--- src/logic/itb_pkg.sv ---
// Constants and types shared by the interval and time-base timer
package itb_pkg;

    // Register addresses
    localparam logic [15:0] ADDR_OUT_SEL     = 16'hff92;
    localparam logic [15:0] ADDR_MODE        = 16'hffb0;
    localparam logic [15:0] ADDR_COUNT       = 16'hffb1;
    localparam logic [15:0] ADDR_CLK_STOP    = 16'hfffa;
    localparam logic [15:0] ADDR_IRQ_STATUS  = 16'hffc0;
    localparam logic [15:0] ADDR_IRQ_ENABLE  = 16'hffc1;
    localparam logic [15:0] ADDR_PORT_MODE   = 16'hffc2;

    // Reset values
    localparam logic [7:0]  MODE_RST         = 8'h10;
    localparam logic [7:0]  COUNT_RST        = 8'h00;
    localparam logic [7:0]  CLK_STOP_RST     = 8'hff;
    localparam logic [7:0]  OUT_SEL_RST      = 8'hfe;
    localparam logic [7:0]  ZERO_BYTE        = 8'h00;
    localparam logic [7:0]  COUNT_FULL       = 8'hff;

    // Fields
    localparam logic [7:0]  MODE_RSVD_MASK   = 8'h10;
    localparam logic [7:0]  OUT_SEL_RSVD     = 8'hfe;
    localparam int          MODE_OSEL_LSB    = 5;
    localparam int          MODE_TB_BIT      = 3;
    localparam int          MODE_CLR_BIT     = 2;
    localparam int          STANDBY_BIT      = 0;
    localparam int          SUB_DIRECT_BIT   = 0;
    localparam int          PORT_OUT_EN_BIT  = 0;
    localparam int          OVF_BIT          = 0;

    // Prescaler widths
    localparam int          SYS_PS_W         = 13;
    localparam int          SUB_PS_W         = 7;
    localparam int          TAP_W            = 4;

    // Interval taps as log2 of the system divisor: /8192 down to /8
    localparam logic [TAP_W-1:0] SYS_TAP [8] = '{4'hd, 4'hc, 4'hb, 4'h9, 4'h8, 4'h7, 4'h5, 4'h3};
    // Time-base taps: 256 counts times /128, /64, /32, /4 gives /32768, /16384, /8192, /1024
    localparam logic [TAP_W-1:0] SUB_TAP [4] = '{4'h7, 4'h6, 4'h5, 4'h2};
    // Output waveform bit for /32 down to /4
    localparam logic [2:0]  OUT_DIV32_BIT    = 3'h4;

    // Operating mode of the chip
    typedef enum logic [1:0] {
        PWR_ACTIVE    = 2'b00,
        PWR_SLEEP     = 2'b01,
        PWR_SUBACTIVE = 2'b10,
        PWR_WATCH     = 2'b11
    } pwr_mode_t;

endpackage : itb_pkg

--- src/logic/prescaler_stage.sv ---
// Free-running binary prescaler with synchronous clear
`timescale 1ns/10ps
module prescaler_stage #(
    parameter int WIDTH = 8
) (
    // Clock and reset
    input  wire logic             sys_clk,
    input  wire logic             rst_n,
    // Control
    input  wire logic             clr,
    input  wire logic             adv,
    // Count
    output logic      [WIDTH-1:0] count
);

    logic [WIDTH-1:0] count_nxt;

    assign count_nxt = clr ? '0 : (adv ? count + 1'b1 : count);

    always_ff @(posedge sys_clk)
    begin
        if (!rst_n)
            count <= '0;
        else
            count <= count_nxt;
    end

endmodule : prescaler_stage

--- src/logic/tap_tick.sv ---
// One-cycle tick when a prescaler passes a power-of-two boundary
`timescale 1ns/10ps
module tap_tick #(
    parameter int WIDTH = 8,
    parameter int TW    = 4
) (
    // Prescaler state
    input  wire logic [WIDTH-1:0] count,
    input  wire logic             adv,
    input  wire logic [TW-1:0]    tap,
    // Tick
    output logic                  tick
);

    logic [WIDTH-1:0] low_mask;

    // Tap of zero would tick on every advance
    assign low_mask = ~({WIDTH{1'b1}} << tap);
    assign tick     = adv & (&(count | ~low_mask));

endmodule : tap_tick

--- src/logic/interval_timebase_timer.sv ---
// Eight-bit interval and time-base timer with divided clock output
//
// Functional notes
// - Interval mode counts on one of eight system prescaler taps from /8 to /8192.
// - Time-base mode gives overflow periods of subclock /32768, /16384, /8192 or /1024.
// - Every counter overflow sets the overflow request flag.
// - With direct subclock off, the three output select bits pick system or subclock /32, /16, /8 or /4.
// - With direct subclock on, the pin carries the undivided subclock whatever the select bits say.
// - System divided outputs exist only in active and sleep, subclock divided ones also in subactive.
// - Mode bit 4 always reads one and ignores writes.
// - Reset loads the mode register with 10 hex.
// - A standby control bit parks the timer independently of the rest of the chip.
// - One output-only pin carries the selected waveform.
// - Low four mode bits pick the counter input, and 11 in the top two hold counter and subclock prescaler clear.
// - From FF the next input clock overflows to zero and counting goes on, one overflow per 256 inputs.
// - The pin carries the clock only while the port mode enable bit is one.
//
// Strobed register access is this design's own decision.
`timescale 1ns/10ps
module interval_timebase_timer (
    // Clock and reset
    input  wire logic              sys_clk,
    input  wire logic              rst_n,
    // Register port
    input  wire logic [15:0]       addr,
    input  wire logic [7:0]        wr_data,
    input  wire logic              wr_stb,
    input  wire logic              rd_stb,
    output logic      [7:0]        rd_data,
    // Chip state
    input  wire itb_pkg::pwr_mode_t pwr_mode,
    input  wire logic              sub_clk_in,
    // Pin and interrupt
    output logic                   divided_clock_out_pin,
    output logic                   irq
);

    // Register state
    logic [7:0]                    mode_r;
    logic [7:0]                    mode_nxt;
    logic [7:0]                    count_r;
    logic [7:0]                    count_nxt;
    logic [7:0]                    clk_stop_r;
    logic [7:0]                    clk_stop_nxt;
    logic                          sub_direct_r;
    logic                          sub_direct_nxt;
    logic                          port_en_r;
    logic                          port_en_nxt;
    logic                          ovf_flag_r;
    logic                          ovf_flag_nxt;
    logic                          ovf_en_r;
    logic                          ovf_en_nxt;
    logic [7:0]                    rd_data_r;
    logic [7:0]                    rd_data_nxt;
    logic                          sub_q_r;
    logic                          pin_r;
    logic                          pin_nxt;

    // Decode
    wire                           wr_mode;
    wire                           wr_clk_stop;
    wire                           wr_out_sel;
    wire                           wr_port;
    wire                           wr_irq_stat;
    wire                           wr_irq_en;
    wire                           hit_mode;
    wire                           hit_count;
    wire                           hit_clk_stop;
    wire                           hit_out_sel;
    wire                           hit_port;
    wire                           hit_irq_stat;
    wire                           hit_irq_en;

    // Timing
    wire                           sys_run;
    wire                           sub_div_ok;
    wire                           standby;
    wire                           time_base;
    wire                           clear_hold;
    wire                           sub_edge;
    wire [itb_pkg::SYS_PS_W-1:0]   sys_ps;
    wire [itb_pkg::SUB_PS_W-1:0]   sub_ps;
    wire                           sys_tick;
    wire                           sub_tick;
    wire                           cnt_tick;
    wire                           overflow;
    wire [itb_pkg::TAP_W-1:0]      sys_tap;
    wire [itb_pkg::TAP_W-1:0]      sub_tap;
    wire [2:0]                     out_sel;
    wire [2:0]                     out_bit;
    wire                           sys_wave;
    wire                           sub_wave;
    wire                           sel_wave;
    wire                           sel_ok;
    wire [7:0]                     count_view;

    // Read views
    wire [7:0]                     mode_view;
    wire [7:0]                     out_sel_view;
    wire [7:0]                     port_view;
    wire [7:0]                     stat_view;
    wire [7:0]                     en_view;

    assign hit_mode     = (addr == itb_pkg::ADDR_MODE);
    assign hit_count    = (addr == itb_pkg::ADDR_COUNT);
    assign hit_clk_stop = (addr == itb_pkg::ADDR_CLK_STOP);
    assign hit_out_sel  = (addr == itb_pkg::ADDR_OUT_SEL);
    assign hit_port     = (addr == itb_pkg::ADDR_PORT_MODE);
    assign hit_irq_stat = (addr == itb_pkg::ADDR_IRQ_STATUS);
    assign hit_irq_en   = (addr == itb_pkg::ADDR_IRQ_ENABLE);

    assign wr_mode      = wr_stb & hit_mode;
    assign wr_clk_stop  = wr_stb & hit_clk_stop;
    assign wr_out_sel   = wr_stb & hit_out_sel;
    assign wr_port      = wr_stb & hit_port;
    assign wr_irq_stat  = wr_stb & hit_irq_stat;
    assign wr_irq_en    = wr_stb & hit_irq_en;

    // System clock stops outside active and sleep, so its prescaler stalls there
    assign sys_run    = (pwr_mode == itb_pkg::PWR_ACTIVE) || (pwr_mode == itb_pkg::PWR_SLEEP);
    assign sub_div_ok = sys_run || (pwr_mode == itb_pkg::PWR_SUBACTIVE);
    assign standby    = ~clk_stop_r[itb_pkg::STANDBY_BIT];
    assign time_base  = mode_r[itb_pkg::MODE_TB_BIT];
    assign clear_hold = time_base & mode_r[itb_pkg::MODE_CLR_BIT];

    // Subclock arrives synchronous; one stage finds its rising edge
    assign sub_edge = sub_clk_in & ~sub_q_r;

    prescaler_stage #(
        .WIDTH (itb_pkg::SYS_PS_W)
    ) u_system_prescaler (
        .sys_clk (sys_clk),
        .rst_n   (rst_n),
        .clr     (1'b0),
        .adv     (sys_run),
        .count   (sys_ps)
    );

    prescaler_stage #(
        .WIDTH (itb_pkg::SUB_PS_W)
    ) u_subclock_prescaler (
        .sys_clk (sys_clk),
        .rst_n   (rst_n),
        .clr     (clear_hold),
        .adv     (sub_edge),
        .count   (sub_ps)
    );

    assign sys_tap = itb_pkg::SYS_TAP[mode_r[2:0]];
    assign sub_tap = itb_pkg::SUB_TAP[mode_r[1:0]];

    tap_tick #(
        .WIDTH (itb_pkg::SYS_PS_W),
        .TW    (itb_pkg::TAP_W)
    ) u_system_tap (
        .count (sys_ps),
        .adv   (sys_run),
        .tap   (sys_tap),
        .tick  (sys_tick)
    );

    tap_tick #(
        .WIDTH (itb_pkg::SUB_PS_W),
        .TW    (itb_pkg::TAP_W)
    ) u_subclock_tap (
        .count (sub_ps),
        .adv   (sub_edge),
        .tap   (sub_tap),
        .tick  (sub_tick)
    );

    // Counter input by mode bit 3; standby parks the counter
    assign cnt_tick = ~standby & ~clear_hold & (time_base ? sub_tick : sys_tick);
    assign overflow = cnt_tick & (count_r == itb_pkg::COUNT_FULL);

    always_comb
    begin
        count_nxt = count_r;
        if (clear_hold)
            count_nxt = itb_pkg::COUNT_RST;
        else if (cnt_tick)
            count_nxt = count_r + 8'h01;
    end

    // Mode register; bit 4 is forced, never stored from the bus
    assign mode_nxt = wr_mode ? (wr_data | itb_pkg::MODE_RSVD_MASK) : mode_r;
    assign clk_stop_nxt   = wr_clk_stop ? wr_data : clk_stop_r;
    assign sub_direct_nxt = wr_out_sel ? wr_data[itb_pkg::SUB_DIRECT_BIT] : sub_direct_r;
    assign port_en_nxt    = wr_port ? wr_data[itb_pkg::PORT_OUT_EN_BIT] : port_en_r;
    assign ovf_en_nxt     = wr_irq_en ? wr_data[itb_pkg::OVF_BIT] : ovf_en_r;

    // Set beats a same-cycle write-one clear so no overflow is lost
    assign ovf_flag_nxt = overflow |
                          (ovf_flag_r & ~(wr_irq_stat & wr_data[itb_pkg::OVF_BIT]));

    // Output selection: bit index 4 is /32, down to bit 1 for /4
    assign out_sel  = mode_r[7:itb_pkg::MODE_OSEL_LSB];
    assign out_bit  = itb_pkg::OUT_DIV32_BIT - {1'b0, out_sel[1:0]};
    assign sys_wave = sys_ps[out_bit];
    assign sub_wave = sub_ps[out_bit];
    assign sel_wave = out_sel[2] ? sub_wave : sys_wave;
    assign sel_ok   = ~standby & (out_sel[2] ? sub_div_ok : sys_run);

    always_comb
    begin
        pin_nxt = 1'b0;
        if (port_en_r)
        begin
            if (sub_direct_r)
                pin_nxt = sub_clk_in;
            else if (sel_ok)
                pin_nxt = sel_wave;
        end
    end

    // Count is hidden outside active mode
    assign count_view = (pwr_mode == itb_pkg::PWR_ACTIVE) ? count_r : itb_pkg::ZERO_BYTE;

    // Unused bits read as the reserved pattern or zero
    assign mode_view    = mode_r | itb_pkg::MODE_RSVD_MASK;
    assign out_sel_view = itb_pkg::OUT_SEL_RSVD | {7'h00, sub_direct_r};
    assign port_view    = {7'h00, port_en_r};
    assign stat_view    = {7'h00, ovf_flag_r};
    assign en_view      = {7'h00, ovf_en_r};

    always_comb
    begin
        rd_data_nxt = itb_pkg::ZERO_BYTE;
        if (rd_stb)
        begin
            if (hit_mode)
                rd_data_nxt = mode_view;
            else if (hit_count)
                rd_data_nxt = count_view;
            else if (hit_clk_stop)
                rd_data_nxt = clk_stop_r;
            else if (hit_out_sel)
                rd_data_nxt = out_sel_view;
            else if (hit_port)
                rd_data_nxt = port_view;
            else if (hit_irq_stat)
                rd_data_nxt = stat_view;
            else if (hit_irq_en)
                rd_data_nxt = en_view;
        end
    end

    // Software-visible control bits
    always_ff @(posedge sys_clk)
    begin
        if (!rst_n)
        begin
            mode_r       <= itb_pkg::MODE_RST;
            clk_stop_r   <= itb_pkg::CLK_STOP_RST;
            sub_direct_r <= 1'b0;
            port_en_r    <= 1'b0;
            ovf_en_r     <= 1'b0;
        end
        else
        begin
            mode_r       <= mode_nxt;
            clk_stop_r   <= clk_stop_nxt;
            sub_direct_r <= sub_direct_nxt;
            port_en_r    <= port_en_nxt;
            ovf_en_r     <= ovf_en_nxt;
        end
    end

    // Counter and its sticky overflow flag
    always_ff @(posedge sys_clk)
    begin
        if (!rst_n)
        begin
            count_r      <= itb_pkg::COUNT_RST;
            ovf_flag_r   <= 1'b0;
        end
        else
        begin
            count_r      <= count_nxt;
            ovf_flag_r   <= ovf_flag_nxt;
        end
    end

    // Registered outputs keep read data and pin free of decode glitches
    always_ff @(posedge sys_clk)
    begin
        if (!rst_n)
        begin
            rd_data_r    <= itb_pkg::ZERO_BYTE;
            pin_r        <= 1'b0;
        end
        else
        begin
            rd_data_r    <= rd_data_nxt;
            pin_r        <= pin_nxt;
        end
    end

    // Subclock sample runs through reset so no false edge follows release
    always_ff @(posedge sys_clk)
    begin
        sub_q_r <= sub_clk_in;
    end

    assign rd_data               = rd_data_r;
    assign divided_clock_out_pin = pin_r;
    assign irq                   = ovf_flag_r & ovf_en_r;

endmodule : interval_timebase_timer

--- config.mk ---
export PLATFORM = sky130hd
export DESIGN_NAME = interval_timebase_timer
export DESIGN_NICKNAME = d
export VERILOG_FILES = /design/src/logic/itb_pkg.sv /design/src/logic/prescaler_stage.sv /design/src/logic/tap_tick.sv /design/src/logic/interval_timebase_timer.sv
export SDC_FILE = /design/constraint.sdc
export NUM_CORES = 1
export LEC_CHECK = 0
export BUFFER_PORTS_ARGS = -buffer_cell sky130_fd_sc_hd__buf_4
export CAP_MARGIN = 10
export CORE_ASPECT_RATIO = 0.9
export CORE_UTILIZATION = 35
export CTS_CLUSTER_DIAMETER = 60
export CTS_CLUSTER_SIZE = 25
export DETAILED_ROUTE_END_ITERATION = 8
export PLACE_DENSITY = 0.53
export SYNTH_ARGS = -nofsm -noshare
export SYNTH_HDL_FRONTEND = slang
export SYNTH_SLANG_ARGS = --single-unit
export TNS_END_PERCENT = 50
--- constraint.sdc ---
create_clock -name sys_clk -period 2.7 [get_ports sys_clk]
set_input_delay 0.27 -clock sys_clk [delete_from_list [all_inputs] [get_ports sys_clk]]
set_output_delay 0.27 -clock sys_clk [all_outputs]
set_load 0.05 [all_outputs]
After elaboration in Yosys (flattened, before gate mapping)
Memories as Yosys holds them, arrays and structs flattened.
Index checks and enable logic that the tools add are counted.
{"block": "op_classes", "n_eq_ne": 10, "addsub": 4, "magnitude_cmp": 4, "bitwise": 30, "mux": 22, "n_reduce_logical": 8, "shift": 2}
{"operator": "16-bit equality test (second input constant)", "n": 7}
{"operator": "8-bit two-way mux", "n": 5}
{"operator": "13-bit inverter", "n": 2}
{"operator": "1-bit bitwise AND", "n": 17}
{"operator": "4-bit two-way mux", "n": 4}
{"operator": "7-bit inverter", "n": 2}
{"operator": "13-bit by 1-bit adder with 13-bit output (second input constant)", "n": 1}
{"operator": "13-bit OR", "n": 1}
{"operator": "13-bit AND reduction", "n": 1}
{"operator": "13-bit by 4-bit << shifter with 13-bit output (first input constant)", "n": 1}
{"operator": "1-bit two-way mux", "n": 10}
{"operator": "8-bit by 1-bit adder with 8-bit output (second input constant)", "n": 1}
{"operator": "4-bit binary-select mux with 2-bit select", "n": 1}
{"operator": "8-bit equality test (second input constant)", "n": 1}
{"operator": "7-bit by 1-bit adder with 7-bit output (second input constant)", "n": 1}
{"operator": "7-bit OR", "n": 1}
{"operator": "7-bit AND reduction", "n": 1}
{"operator": "7-bit by 4-bit << shifter with 7-bit output (first input constant)", "n": 1}
{"operator": "1-bit binary-select mux with 3-bit select", "n": 2}
{"operator": "3-bit by 5-bit < comparator with 1-bit output (second input constant)", "n": 1}
{"operator": "4-bit >= comparator (second input constant)", "n": 1}
{"operator": "3-bit by 4-bit < comparator with 1-bit output (second input constant)", "n": 1}
{"operator": "1-bit inverter", "n": 4}
{"operator": "3-bit inverter with 4-bit output", "n": 1}
{"operator": "other kinds (10)", "n": 12}
{"block": "totals", "inputBits": 31, "ff_bits": 57, "out_inout_bits": 10, "mem_bits_ro": 32, "memories": 1, "elab_cells": 93}
{"memory": "(name not given)", "words": 8, "word_bits": 4, "rd": 1, "rd_clocked_by_memory_dff": 0, "write_ports": 0, "line": "interval_timebase_timer.sv:149", "rtl": "assign sys_tap = itb_pkg::SYS_TAP[mode_r[2:0]];"}

Longest topological paths before layout
Gate-level depths: netlist of run 1.
{"block": "depth", "word_depth": 14, "mapped_depth": 9, "depth_no_buf": 8}

By module
From an unflattened synthesis of run 1, not the netlist that was laid out.
{"block": "hier_totals", "cells_unflattened": 365, "hier_area_um2": 3245.6}
{"module": "interval_timebase_timer", "instances": 1, "area_each_um2": 2122.0, "seq_area_each_um2": 740.7, "cells_per_inst": 231}
{"module": "prescaler_stage (u_system_prescaler)", "instances": 1, "area_each_um2": 613.1, "seq_area_each_um2": 260.2, "cells_per_inst": 68}
{"module": "prescaler_stage (u_subclock_prescaler)", "instances": 1, "area_each_um2": 279.0, "seq_area_each_um2": 140.1, "cells_per_inst": 30}
{"module": "tap_tick (u_system_tap)", "instances": 1, "area_each_um2": 141.4, "seq_area_each_um2": 0.0, "cells_per_inst": 21}
{"module": "tap_tick (u_subclock_tap)", "instances": 1, "area_each_um2": 90.1, "seq_area_each_um2": 0.0, "cells_per_inst": 15}

Least setup slack after synthesis of run 1
OpenSTA, ideal clock, no wires.
{"block": "synth_timing", "kind": "register to register", "start": "register mode_r[0]", "end": "register count_r[7]", "synth_period_minus_slack_ns": 2.231, "path_stages_with_launch": 9, "arrival_ns": 2.160, "required_ns": 2.628, "path_slack_ns": 0.469, "path_cell_list": "dfxtp_1 -> inv_1 -> ha_1 -> inv_1 -> a211o_1 -> o2111ai_1 -> a2111o_1 -> o21ai_0 -> mux2i_1"}
{"block": "synth_via", "elab_chain_cells": 12, "elab_cells_between_ends": 22, "classes_between": "shift (2); mux (6); bitwise (11); reduce/logical (2); memory (1)"}
{"element": "start: declaration", "line": "interval_timebase_timer.sv:39", "rtl": "logic [7:0] mode_r;"}
{"element": "start signal: assignment", "line": "interval_timebase_timer.sv:253", "rtl": "mode_r <= itb_pkg::MODE_RST;"}
{"element": "start signal: assignment", "line": "interval_timebase_timer.sv:261", "rtl": "mode_r <= mode_nxt;"}
{"element": "3-bit inverter with 4-bit output (not written as such) or 2-bit inverter with 3-bit output (tied branches)", "line": "interval_timebase_timer.sv:149, interval_timebase_timer.sv:150"}
{"element": "memory 8 x 4 bit or 4-bit binary-select mux with 2-bit select (tied branches)"}
{"element": "4-bit two-way mux (on tied branches) (2 in series)", "line": "interval_timebase_timer.sv:149, interval_timebase_timer.sv:150"}
{"element": "13-bit by 4-bit << shifter with 13-bit output or 7-bit by 4-bit << shifter with 7-bit output (tied branches)", "line": "tap_tick.sv:18", "rtl": "assign low_mask = ~({WIDTH{1'b1}} << tap);"}
{"element": "13-bit inverter or 7-bit inverter (tied branches)", "line": "tap_tick.sv:18"}
{"element": "13-bit inverter or 7-bit inverter (tied branches)", "line": "tap_tick.sv:19", "rtl": "assign tick = adv & (&(count | ~low_mask));"}
{"element": "13-bit OR or 7-bit OR (tied branches)", "line": "tap_tick.sv:19"}
{"element": "13-bit AND reduction or 7-bit AND reduction (tied branches)", "line": "tap_tick.sv:19"}
{"element": "1-bit bitwise AND", "line": "tap_tick.sv:19"}
{"element": "1-bit two-way mux *", "line": "interval_timebase_timer.sv:173", "rtl": "assign cnt_tick = ~standby & ~clear_hold & (time_base ? sub_tick : sys_tick);"}
{"element": "1-bit bitwise AND *", "line": "interval_timebase_timer.sv:173"}
{"element": "end signal: assignment", "line": "interval_timebase_timer.sv:274", "rtl": "count_r <= itb_pkg::COUNT_RST;"}
{"element": "end signal: assignment", "line": "interval_timebase_timer.sv:279", "rtl": "count_r <= count_nxt;"}
{"element": "end: declaration", "line": "interval_timebase_timer.sv:41", "rtl": "logic [7:0] count_r;"}
Every way passes the cells marked *; elsewhere a longest branch is shown, timed or not. The select of a mux whose other input is x is not followed.
A chain may end at the register's enable or synchronous reset.

Final worst setup path of run 1
{"block": "layout_timing", "start": "register mode_r[1]", "end": "register count_r[7]"}
Same word-level chain as after synthesis.

==> results by stage, run 1 <==
STA:
- The time the worst path needs with I/O delays and setup is 2.50 ns.
- For the pin with the worst max-slew slack, the measured transition is 0.759 ns.
- Dividing the final minimum period by the clock period gives 92.5%.
- Across all hold checks on the routed design, the worst slack comes to 0.0541 ns.
- The worst pin sits at a relative slew slack of 49.4%.
- The worst clock skew is 0.0129 ns.
- The peak clock frequency supported by timing is 401 MHz.
- Setup repair after global routing left no endpoint under its margin.
- After routing, the total negative slack on setup checks comes to 0 ns.
- The final count of hold timing violations is 0.
- The number of failing setup endpoints in the final timing report is 0.
- In the post-route analysis, the smallest setup slack over all paths is 0.204 ns.
- The total count of max-transition violations in the final report is 0.

Global routing:
- Global routing used 18.5% of the available tracks.
- The first global-routing pass estimated 13400 um of wire.
- The overall overflow remaining after global route is 0.
- The initial antenna violation count was 0.
- The number of global-route vias before repair is 2662.
- The largest net degree at the start of global routing is 39.

Min path:
- The worst hold path belongs to the class input port to flip-flop.

Power:
- In this run the static leakage power is 1.49 nW.
- The post-layout total power is 1.76 mW.
- The highest ir drop seen on vdd is 0.000248 V.
- The power density of the placed cells is 463 nW/um2.

Clock tree:
- The number of buffers created by CTS is 9.
- After clock tree synthesis, the clock-pin slew on the worst setup and hold paths is 0.06 ns.
- The clock tree from TritonCTS is built.
- Buffers inserted to repair hold after CTS numbered 0.
- The H-tree depth is 3.
- After clock tree synthesis, the repair step resized 0 gates.
- Counting along the longest clock path gives a buffer depth of 2.
- The tree built by TritonCTS fans out to 57 sinks.
- The worst-skew pair later-pin latency is 0.34 ns.
- The post-CTS setup repair buffer count is 0.
- The cell sitting at the root of the clock tree is a clkbuf_8.

Synth:
- The mapped cell area is 3180 um2.
- Of all flip-flops after synthesis, the portion carrying an async set or reset was 0%.
- In this run, synthesis produced a sequential element count of 57.
- For this run, the number of Yosys warnings is 0.
- The most used flip-flop cell after synthesis is dfxtp_1.
- The synthesized design contains 0 enable-type register cells.
- The cell count after synthesis came out at 368.
- Of the synthesized area, sequential elements account for 35.8%.
- The average cell area after synthesis is 8.65 um2.
- The number of distinct library cells after synthesis is 56.
- The synthesized netlist net count is 410.

Critical path:
- At the worst endpoint, the arrival time is 2.76 ns.
- The largest driver fanout on the critical path is 10.
- In this run the critical register-to-register path is captured at count_r[7]$_SDFFE_PP0P_.
- The most frequent cell on the critical path is inv_1.
- STA classifies the critical path startpoint as a flip-flop.
- Counting cells, the worst reg-to-reg path comes to 8.
- The critical path goes through inv_1, ha_1, inv_1, a211o_1, o2111ai_1, a2111o_1, o21ai_0, mux2i_1.
- The critical path capture point type is a flip-flop.
- The number of stages on the worst setup path is 8.
- By startpoint and endpoint, the worst setup path is classified as flip-flop to flip-flop.
- At the worst endpoint, the required time is 2.96 ns.
- The cell type of the slowest stage on the worst timing path is a2111o_1.
- The critical path capture point is count_r[7]$_SDFFE_PP0P_.
- The critical path launch point is mode_r[1]$_SDFFE_PN0P_.
- Among cell families on the critical path, the largest total delay comes from compound AO/OA/AOI/OAI gates.
- The worst register-to-register path begins at mode_r[1]$_SDFFE_PN0P_.
- The worst-case register-to-register setup slack is 0.20 ns.
- For this run, the slowest stage of the critical path takes 0.56 ns.
- The number of buffers and inverters on the critical path is 2.

Placement:
- The placement-stage worst setup slack is 0.230 ns.
- Summed over all nets, the half-perimeter wirelength after detailed placement is 5890 um.
- In this run the cell area measured after placement is 3600 um2.
- The count of placed standard cells including taps is 518.
- During placement, the flow inserted port buffers numbering 40.
- At the end of routability-driven placement, the weighted congestion stood at 0.807.

Cells and area:
- In the final layout, the share of cells above drive strength 1 is 16.9%.
- The number of nets in the final layout is 452.
- The repair_antennas step left the layout with diodes totalling 0.
- The area growth from synthesis to layout is 19.3%.
- The finished cells cover 3800 um2.
- The most common cell after layout, fill and taps aside is dfxtp_1.
- The count of non-filler cells in the finished layout is 533.
- The library cells used most frequently in the layout, excluding fill and tap cells, are dfxtp_1, buf_4, nand2_1.
- Cells fill 43.7% of the core in the end.

Drt:
- The iteration-0 DRC count of the detailed router is 139.
- The total iterations of the first detailed-routing run is 4.
- The total wire length after detailed routing is 8150 um.
- The final route contains 2808 vias.
- In this run the remaining antenna-violating nets after routing total 0.
- In the final routed layout, each cell accounts on average for 15.3 um.
- For this run, design rule violations remaining after detail routing come to 0.
- The average vias per placed instance is 5.27.

Run:
- The max-capacitance violation count is 0.

Floorplanning:
- The area inside the core boundary is 8690 um2.
- The number of placement rows is 32.
- The boundary pin count is 41.
- The width of the die is 103 um.
- The area of the die is 9480 um2.
- For this configuration, the core starts out at a cell density of 36.7%.
- The height of the die is 92.5 um.

Status:
- The flow ran to the end, and the final reports show no timing, DRC or antenna violations.
## how the worst min path moves through the flow
| stage | startpoint | endpoint | slack, ns | cells past startpoint |
|---|---|---|---|---|
| after floorplan | sub_clk_in | sub_q_r$_DFF_P_ | 0.30 | 0 |
| after global placement | sub_clk_in | sub_q_r$_DFF_P_ | 0.39 | 1 |
| after detailed placement | sub_clk_in | sub_q_r$_DFF_P_ | 0.40 | 1 |
| after CTS | sub_clk_in | sub_q_r$_DFF_P_ | 0.04 | 1 |
| after global routing | sub_clk_in | sub_q_r$_DFF_P_ | 0.04 | 1 |
| final | sub_clk_in | sub_q_r$_DFF_P_ | 0.05 | 1 |
## cell usage after synthesis (2+ instances only)
library cell  count  area share, %
dfxtp_1          57             36
a21boi_0          6            1.4
or3_1             4           0.79
xnor2_1           8            2.2
and2_1           10            2.0
o211ai_1          2           0.47
nand3b_1          5            1.2
nor2_1           21            2.5
mux4_2            4            2.8
and3_1            5           0.98
ha_1             11            4.3
o2111ai_1         2           0.55
o21ai_1           2           0.31
mux2_2            2           0.71
a31oi_1           2           0.39
o21ai_0          17            2.7
nand4b_1          3           0.83
and4_1            4            1.1
o22a_1            2           0.55
mux2i_1          21            6.6
nand4_1           8            1.6
nor3_1            2           0.31
o22ai_1           7            1.4
a221oi_1          7            1.9
inv_1            11            1.3
o21a_1            2           0.47
clkbuf_1          9            1.1
nand2b_1         12            2.4
a21oi_1           4           0.63
nand2_1          41            4.8
nor2b_1          13            2.6
nand3_1          32            5.0
buf_4             3           0.71
a22o_1            2           0.55
xor2_1            6            1.7
## final cells by class
cell class	instances	area (um2)
Inverter	11	41.3
Timing Repair Buffer	45	338
Multi-Input combinational cell	286	1940
Tap cell	119	149
Fill cell	885	4890
Sequential cell	57	1140
Clock buffer	12	155
Clock inverter	3	40.0
## registers in the layout (all words and copies together), names as in the netlist
signal / cells
ovf_en_r: 1
sub_q_r: 1
rd_data: 8
count_r: 8
clk_stop_r: 8
u_subclock_prescaler.count: 7
ovf_flag_r: 1
mode_r: 7
divided_clock_out_pin: 1
port_en_r: 1
u_system_prescaler.count: 13
sub_direct_r: 1
## power breakdown
| part | leakage, nW | switching, mW | internal (mW) |
|---|---|---|---|
| Sequential | 0.460 | 0.00992 | 0.847 |
| Clock | 0.102 | 0.334 | 0.469 |
| Combinational | 0.930 | 0.0500 | 0.0511 |
| Total | 1.49 | 0.394 | 1.37 |
## kinds of logic after synthesis
group / after synthesis / share of synthesized area, %
and+or+nand+nor: 172 / 29.3
adders and majority gates: 11 / 4.32
muxes: 27 / 10.1
buffers and inverters: 25 / 3.38
DFF: 57 / 35.8
AOI/OAI and AO/OA: 62 / 13.2
xor gates and xnor gates: 14 / 3.85
## metal layers
layer / vias up / GRT usage (%) / part of all wire, %
li1: 1416 / - / -
met1: 1291 / 26.1 / 50
met2: 91 / 27.4 / 42
met3: 10 / 4.30 / 6.5
met4: 0 / 6.31 / 1.5
met5: - / 0 / 0
Note: power is estimated with default switching activity, not from simulation.
==> run 2, diff against run 1 <==
- clock period: 2.7 -> 2.9 ns (I/O delays scaled with it)
==> results by stage, run 2 (same netlist as run 1, synthesis figures left out) <==
Status:
- The run finished with clean final reports.

STA:
- The worst clock skew is 0.00861 ns (-0.00424 ns).
- The number of failing setup endpoints in the final timing report is 0 (unchanged).
- The slack of the critical path was 0.196 ns (-0.00752 ns).
- The total count of max-transition violations in the final report came to 0 (unchanged).
- The slew at the pin closest to its max-slew limit was 0.775 ns (+0.0158 ns).
- Setup repair after global routing left no endpoint under its margin.
- The final count of hold timing violations is 0 (unchanged).
- The final-layout setup total negative slack is 0 ns (unchanged).
- The peak clock frequency supported by timing is 370 MHz (-7.7%).
- The worst-case headroom to the max-slew limit was 48.3% (-1.1 points).
- The time the worst path needs with I/O delays and setup was 2.70 ns (+0.208 ns).
- The final cycle utilization of the critical path was 93.2% (+0.78 points).

Power:
- The power density of the placed cells is 410 nW/um2 (-12%).
- The highest ir drop seen on vdd is 0.000257 V (+3.7%).
- The leakage power of the design is 1.45 nW (-3.0%).

Global routing:
- The met2 global-route usage was 28.4% (+1.0 points).
- The met3 capacity usage during global routing was 4.45% (+0.15 points).
- The initial antenna violation count was 0 (unchanged).
- The met1 track utilization from global routing is 25.2% (-0.92 points).
- The overall overflow remaining after global route is 0 (unchanged).
- The global routing usage summed across all routing layers is 18.7% (+0.11 points).
- The number of global-route vias before repair is 2689 (+1.0%).
- The largest net degree at the start of global routing came to 39 (unchanged).
- The layer with the highest usage is met2.
- The wire length of the first global-routing pass is 13400 um (about the same).

Floorplanning:
- The width of the die is 103 um (unchanged).
- The boundary pin count was 41 (unchanged).
- The area inside the core boundary is 8690 um2 (unchanged).
- The height of the die came to 92.5 um (unchanged).
- The effective utilization at floorplan was 36.7% (unchanged).
- The number of placement rows is 32 (unchanged).
- The area of the die came to 9480 um2 (unchanged).

Clock tree:
- The worst-skew pair later-pin latency is 0.35 ns (about the same).
- The number of buffers created by CTS is 9 (unchanged).
- The clock tree from TritonCTS is built.
- Clock tree synthesis selected as its root buffer the cell clkbuf_8.
- The hold buffer count at CTS is 0 (unchanged).
- The post-CTS setup repair buffer count came to 0 (unchanged).
- The maximum count of clock buffers along a single path came to 2 (unchanged).
- The number of sinks driven by the clock tree is 57 (unchanged).
- The number of gates given a new drive strength after cts is 0 (unchanged).
- The clock slew at the register clock pins of the worst setup and hold paths came to 0.07 ns (about the same).
- The H-tree depth is 3 (unchanged).

Drt:
- The total iterations of the first detailed-routing run is 4 (unchanged).
- The iteration-0 DRC count of the detailed router is 133 (-4.3%).
- The DRC violations left came to 0 (unchanged).
- The total wire length after detailed routing is 8110 um (-0.47%).
- The total via count after detailed routing was 2765 (-1.5%).
- The number of nets with antenna violations after routing was 0 (unchanged).
- The average wire per cell in the routed design is 15.3 um (about the same).
- The average vias per placed instance is 5.21 (-1.2%).

Cells and area:
- The count of inserted antenna diode cells is 0 (unchanged).
- The library cells used most frequently in the layout, excluding fill and tap cells, are dfxtp_1, buf_4, nand2_1.
- The area growth from synthesis to layout is 17.9%.
- The filler cell count is 902 (+1.9%).
- The most common cell after layout, fill and taps aside is dfxtp_1.
- The number of flip-flops under the largest register name is 13 (unchanged).
- The share of final-layout standard cells stronger than drive strength 1 is 16.7% (-0.16 points).
- The core utilization of the finished layout is 43.2% (-0.53 points).
- The count of non-filler cells in the finished layout is 531 (-0.38%).
- The register with the most flip-flops in the final layout is u_system_prescaler.count.
- The number of nets in the final layout is 449 (-0.66%).

Min path:
- The tightest min-delay check is of the input port to flip-flop type.

Critical path:
- The critical path data arrival time is 2.99 ns (+0.23 ns).
- The worst setup path is launched from a flip-flop.
- The signal on the critical path passes through inv_1, ha_1, nor3b_1, o21ai_0, a22oi_1, nand3b_1, o22ai_1, mux2i_1.
- Among all stages on the critical path, the largest delay is contributed by dfxtp_1.
- The number of buffers and inverters on the critical path is 1 (-1).
- The largest driver fanout on the critical path came to 10 (unchanged).
- The maximum single-stage delay on the critical path is 0.53 ns (-0.03 ns).
- The critical path required time is 3.18 ns (+0.22 ns).
- Among cell families on the critical path, the largest total delay comes from compound AO/OA/AOI/OAI gates.
- The worst setup path is captured at a flip-flop.
- The worst setup path is of the flip-flop to flip-flop kind.

Placement:
- The total half-perimeter wirelength after legalization and detailed placement is 5930 um (+0.67%).
- The placement-stage worst setup slack came to 0.233 ns (+0.00308 ns).
- The count of placed standard cells including taps came to 515 (-0.58%).
- The routability-driven placement congestion ratio is 0.837 (+3.6%).
- The number of buffer cells added on primary ports came to 40 (unchanged).

Run:
- The max-capacitance violation count is 0 (unchanged).
## run 2: worst register-to-register path, delay by kind of cell, from the launching register on
family / cells / cell delay, ns
flip-flops: 1 / 0.53
buffers and inverters: 1 / 0.23
multiplexers: 1 / 0.23
AND/OR/NAND/NOR: 2 / 0.39
AO/OA/AOI/OAI: 3 / 0.86
adder cells (fa/ha/maj): 1 / 0.42
## run 2: power by group
part           internal (mW)  leakage (nW)  switching [mW]
Clock                  0.305        0.0733           0.341
Combinational         0.0477         0.915          0.0466
Sequential             0.788         0.460         0.00918
Total                   1.14          1.45           0.397
## run 2: per-stage QoR
stage	total power [mW]	area [um2]	hold slack [ns]
global route	1.60	3750	0.0435
finish	1.54	3750	0.0563
detailed placement	0.910	3580	0.411
floorplan	0.857	3180	0.318
global placement	0.908	3580	0.414
CTS	1.56	3750	0.0428
## run 2: worst paths after layout
kind                                   start                          to  slack [ns]  depth (start not counted)
hold reg to reg   clk_stop_r[2]$_SDFFE_PN1P_  clk_stop_r[2]$_SDFFE_PN1P_        0.47                          2
setup / recovery      mode_r[0]$_SDFFE_PN0P_     count_r[4]$_SDFFE_PP0P_        0.20                          8
hold / removal                    sub_clk_in             sub_q_r$_DFF_P_        0.06                          1
setup reg to reg      mode_r[0]$_SDFFE_PN0P_     count_r[4]$_SDFFE_PP0P_        0.20                          8
## run 2: area by class of cell
cell class,count,area [um2],area share [%]
well taps,119,149,3.97
multi-input cells,286,1940,51.6
clock buffers,9,124,3.30
clock inverters,7,47.5,1.27
flip-flops and latches,57,1140,30.4
repair buffers,42,315,8.40
inverters,11,41.3,1.10
## run 2: metal layers
metal,up-vias,wire length (um)
met5,-,0
met4,0,123
met3,10,392
met2,65,3530
met1,1282,4060
li1,1408,-
==> run 3, diff against run 2 <==
- CORE_ASPECT_RATIO: 0.9 -> 1.1
- SLEW_MARGIN: default -> 5
==> results by stage, run 3 (same netlist as run 1, synthesis figures left out) <==
Critical path:
- The cell type of the slowest stage on the worst timing path is a22oi_1.
- The worst-case register-to-register setup slack was 0.51 ns (+0.32 ns).
- The critical path launch point is mode_r[0]$_SDFFE_PN0P_.
- The maximum single-stage delay on the critical path is 0.53 ns (about the same).
- The number of buffers and inverters on the critical path came to 1 (unchanged).
- The worst-case reg-to-reg path depth was 8 (unchanged).
- STA classifies the critical path endpoint as a flip-flop.
- The critical path is of the flip-flop to flip-flop type.
- The largest driver fanout on the critical path is 7 (-3).
- The critical path data arrival time is 2.65 ns (-0.34 ns).
- The worst register-to-register path begins at mode_r[0]$_SDFFE_PN0P_.
- The kind of cell with the highest combined delay on the critical path is compound AO/OA/AOI/OAI gates.
- The endpoint identified for the worst register-to-register timing path is count_r[3]$_SDFFE_PP0P_.
- The critical path ends at count_r[3]$_SDFFE_PP0P_.
- STA classifies the critical path startpoint as a flip-flop.
- The critical path required time is 3.16 ns (-0.02 ns).
- The critical path goes through inv_1, ha_1, nor3b_1, o21ai_0, a22oi_1, nand3b_1, o22ai_1, mux2i_1.
- The number of stages on the worst setup path is 8 (unchanged).

Clock tree:
- The H-tree depth is 3 (unchanged).
- The clock slew at the register clock pins of the worst setup and hold paths is 0.07 ns (about the same).
- The clock tree from TritonCTS is built.
- The number of sinks driven by the clock tree is 57 (unchanged).
- The number of gates given a new drive strength after cts was 0 (unchanged).
- The maximum count of clock buffers along a single path is 2 (unchanged).
- The post-CTS setup repair buffer count was 0 (unchanged).
- The number of buffers created by CTS is 9 (unchanged).
- The hold buffer count at CTS was 0 (unchanged).
- The worst-skew pair later-pin latency is 0.33 ns (-0.02 ns).
- The tree is rooted in a clkbuf_8.

Floorplanning:
- The boundary pin count is 41 (unchanged).
- The height of the die was 102 um (+10%).
- The area inside the core boundary is 8830 um2 (+1.6%).
- The width of the die is 92.9 um (-9.4%).
- The number of placement rows is 36 (+13%).
- The area of the die was 9480 um2 (about the same).
- The effective utilization at floorplan is 36.1% (-0.58 points).

Placement:
- The number of buffer cells added on primary ports came to 40 (unchanged).
- The placed cell area is 3580 um2 (about the same).
- The total half-perimeter wirelength after legalization and detailed placement is 5870 um (-0.98%).
- The routability-driven placement congestion ratio came to 0.827 (-1.2%).

Drt:
- The DRC violations left was 0 (unchanged).
- The total iterations of the first detailed-routing run is 5 (+1).
- The total via count after detailed routing is 2792 (+0.98%).
- The average wire per cell in the routed design is 15.5 um (+1.3%).
- The number of nets with antenna violations after routing is 0 (unchanged).
- The average vias per placed instance is 5.30 (+1.7%).
- The iteration-0 DRC count of the detailed router is 148 (+11%).
- The total wire length after detailed routing is 8150 um (+0.57%).

STA:
- The slew at the pin closest to its max-slew limit was 0.774 ns (-0.000265 ns).
- The final cycle utilization of the critical path was 82.4% (-11 points).
- The final count of hold timing violations is 0 (unchanged).
- The peak clock frequency supported by timing is 419 MHz (+13%).
- The number of failing setup endpoints in the final timing report came to 0 (unchanged).
- The time the worst path needs with I/O delays and setup is 2.39 ns (-0.315 ns).
- The worst-case headroom to the max-slew limit was 48.3% (about the same).
- The final-layout setup total negative slack came to 0 ns (unchanged).
- The total count of max-transition violations in the final report came to 0 (unchanged).
- Setup repair after global routing left no endpoint under its margin.
- The worst clock skew was 0.00775 ns (-0.000867 ns).
- The worst hold slack is 0.0785 ns (+0.0222 ns).

Cells and area:
- The final standard cell area without fillers was 3850 um2 (+2.5%).
- The number of nets in the final layout is 450 (+0.22%).
- The most common cell after layout, fill and taps aside is dfxtp_1.
- The number of flip-flops under the largest register name is 13 (unchanged).
- The area growth from synthesis to layout is 20.8%.
- In the layout the commonest cells are dfxtp_1, buf_4, nand2_1.
- The count of inserted antenna diode cells is 0 (unchanged).
- The share of final-layout standard cells stronger than drive strength 1 came to 16.9% (+0.20 points).
- The filler cell count is 884 (-2.0%).
- The register with the most flip-flops is u_system_prescaler.count.

Min path:
- The cell depth of the worst hold path came to 1 (unchanged).
- The type of the worst min-delay path is input port to flip-flop.

Run:
- The max-capacitance violation count was 0 (unchanged).

Power:
- The leakage power of the design is 1.51 nW (+4.2%).
- The highest ir drop seen on vdd was 0.000290 V (+13%).
- The power density of the placed cells came to 482 nW/um2 (+18%).

Global routing:
- The number of global-route vias before repair was 2806 (+4.4%).
- The wire length of the first global-routing pass is 13600 um (+1.5%).
- The largest net degree at the start of global routing is 39 (unchanged).
- The initial antenna violation count is 0 (unchanged).
- The overall overflow remaining after global route was 0 (unchanged).
- The global routing usage summed across all routing layers came to 18.5% (-0.17 points).

Status:
- The run finished with clean final reports.
==> run 3: report_power, final <==
group	internal (mW)	total, mW	switching (mW)
Combinational	0.0475	0.0928	0.0453
Clock	0.641	0.964	0.323
Sequential	0.788	0.798	0.00943
Total	1.48	1.85	0.377
==> run 3: metrics by stage <==
step / util [%] / setup slack [ns] / cells / power (mW)
4_1_cts: 43.6 / 0.538 / 527 / 1.88
5_1_grt: 43.6 / 0.344 / 527 / 1.93
3_5_place_dp: 40.6 / 0.562 / 511 / 0.910
6_report: 43.6 / 0.511 / 527 / 1.85
2_1_floorplan: - / 0.669 / 368 / 0.857
3_3_place_gp: 40.6 / 0.579 / 511 / 0.909
==> run 3: metal layers <==
metal	up-vias	global-route usage, %	share of wire [%]
li1	1409	-	-
met1	1313	22.2	47
met2	62	32.4	48
met3	8	4.24	4.2
met4	0	6.51	1.1
met5	-	0	0
==> run 3: worst register-to-register path: cells and delay by family, from the launching register on <==
kind | cells | cell delay [ns]
adders and majority gates | 1 | 0.41
AOI/OAI and AO/OA | 3 | 0.85
and+or+nand+nor | 2 | 0.40
muxes | 1 | 0.20
buffers and inverters | 1 | 0.14
DFF | 1 | 0.33
==> run 3: worst min-delay path by stage <==
stage / startpoint / endpoint / slack (ns)
global placement: sub_clk_in / sub_q_r$_DFF_P_ / 0.42
floorplan: sub_clk_in / sub_q_r$_DFF_P_ / 0.32
detailed placement: sub_clk_in / sub_q_r$_DFF_P_ / 0.42
global route: sub_clk_in / sub_q_r$_DFF_P_ / 0.06
CTS: sub_clk_in / sub_q_r$_DFF_P_ / 0.06
finish: sub_clk_in / sub_q_r$_DFF_P_ / 0.08
==> run 3: layout make-up <==
type	count	area (um2)	share of cell area [%]
timing repair buffer	43	323	8.39
clock buffer	12	165	4.29
multi-input combinational	286	1940	50.3
sequential	57	1140	29.7
tap	114	143	3.71
clock inverter	4	97.6	2.54
inverter	11	41.3	1.07
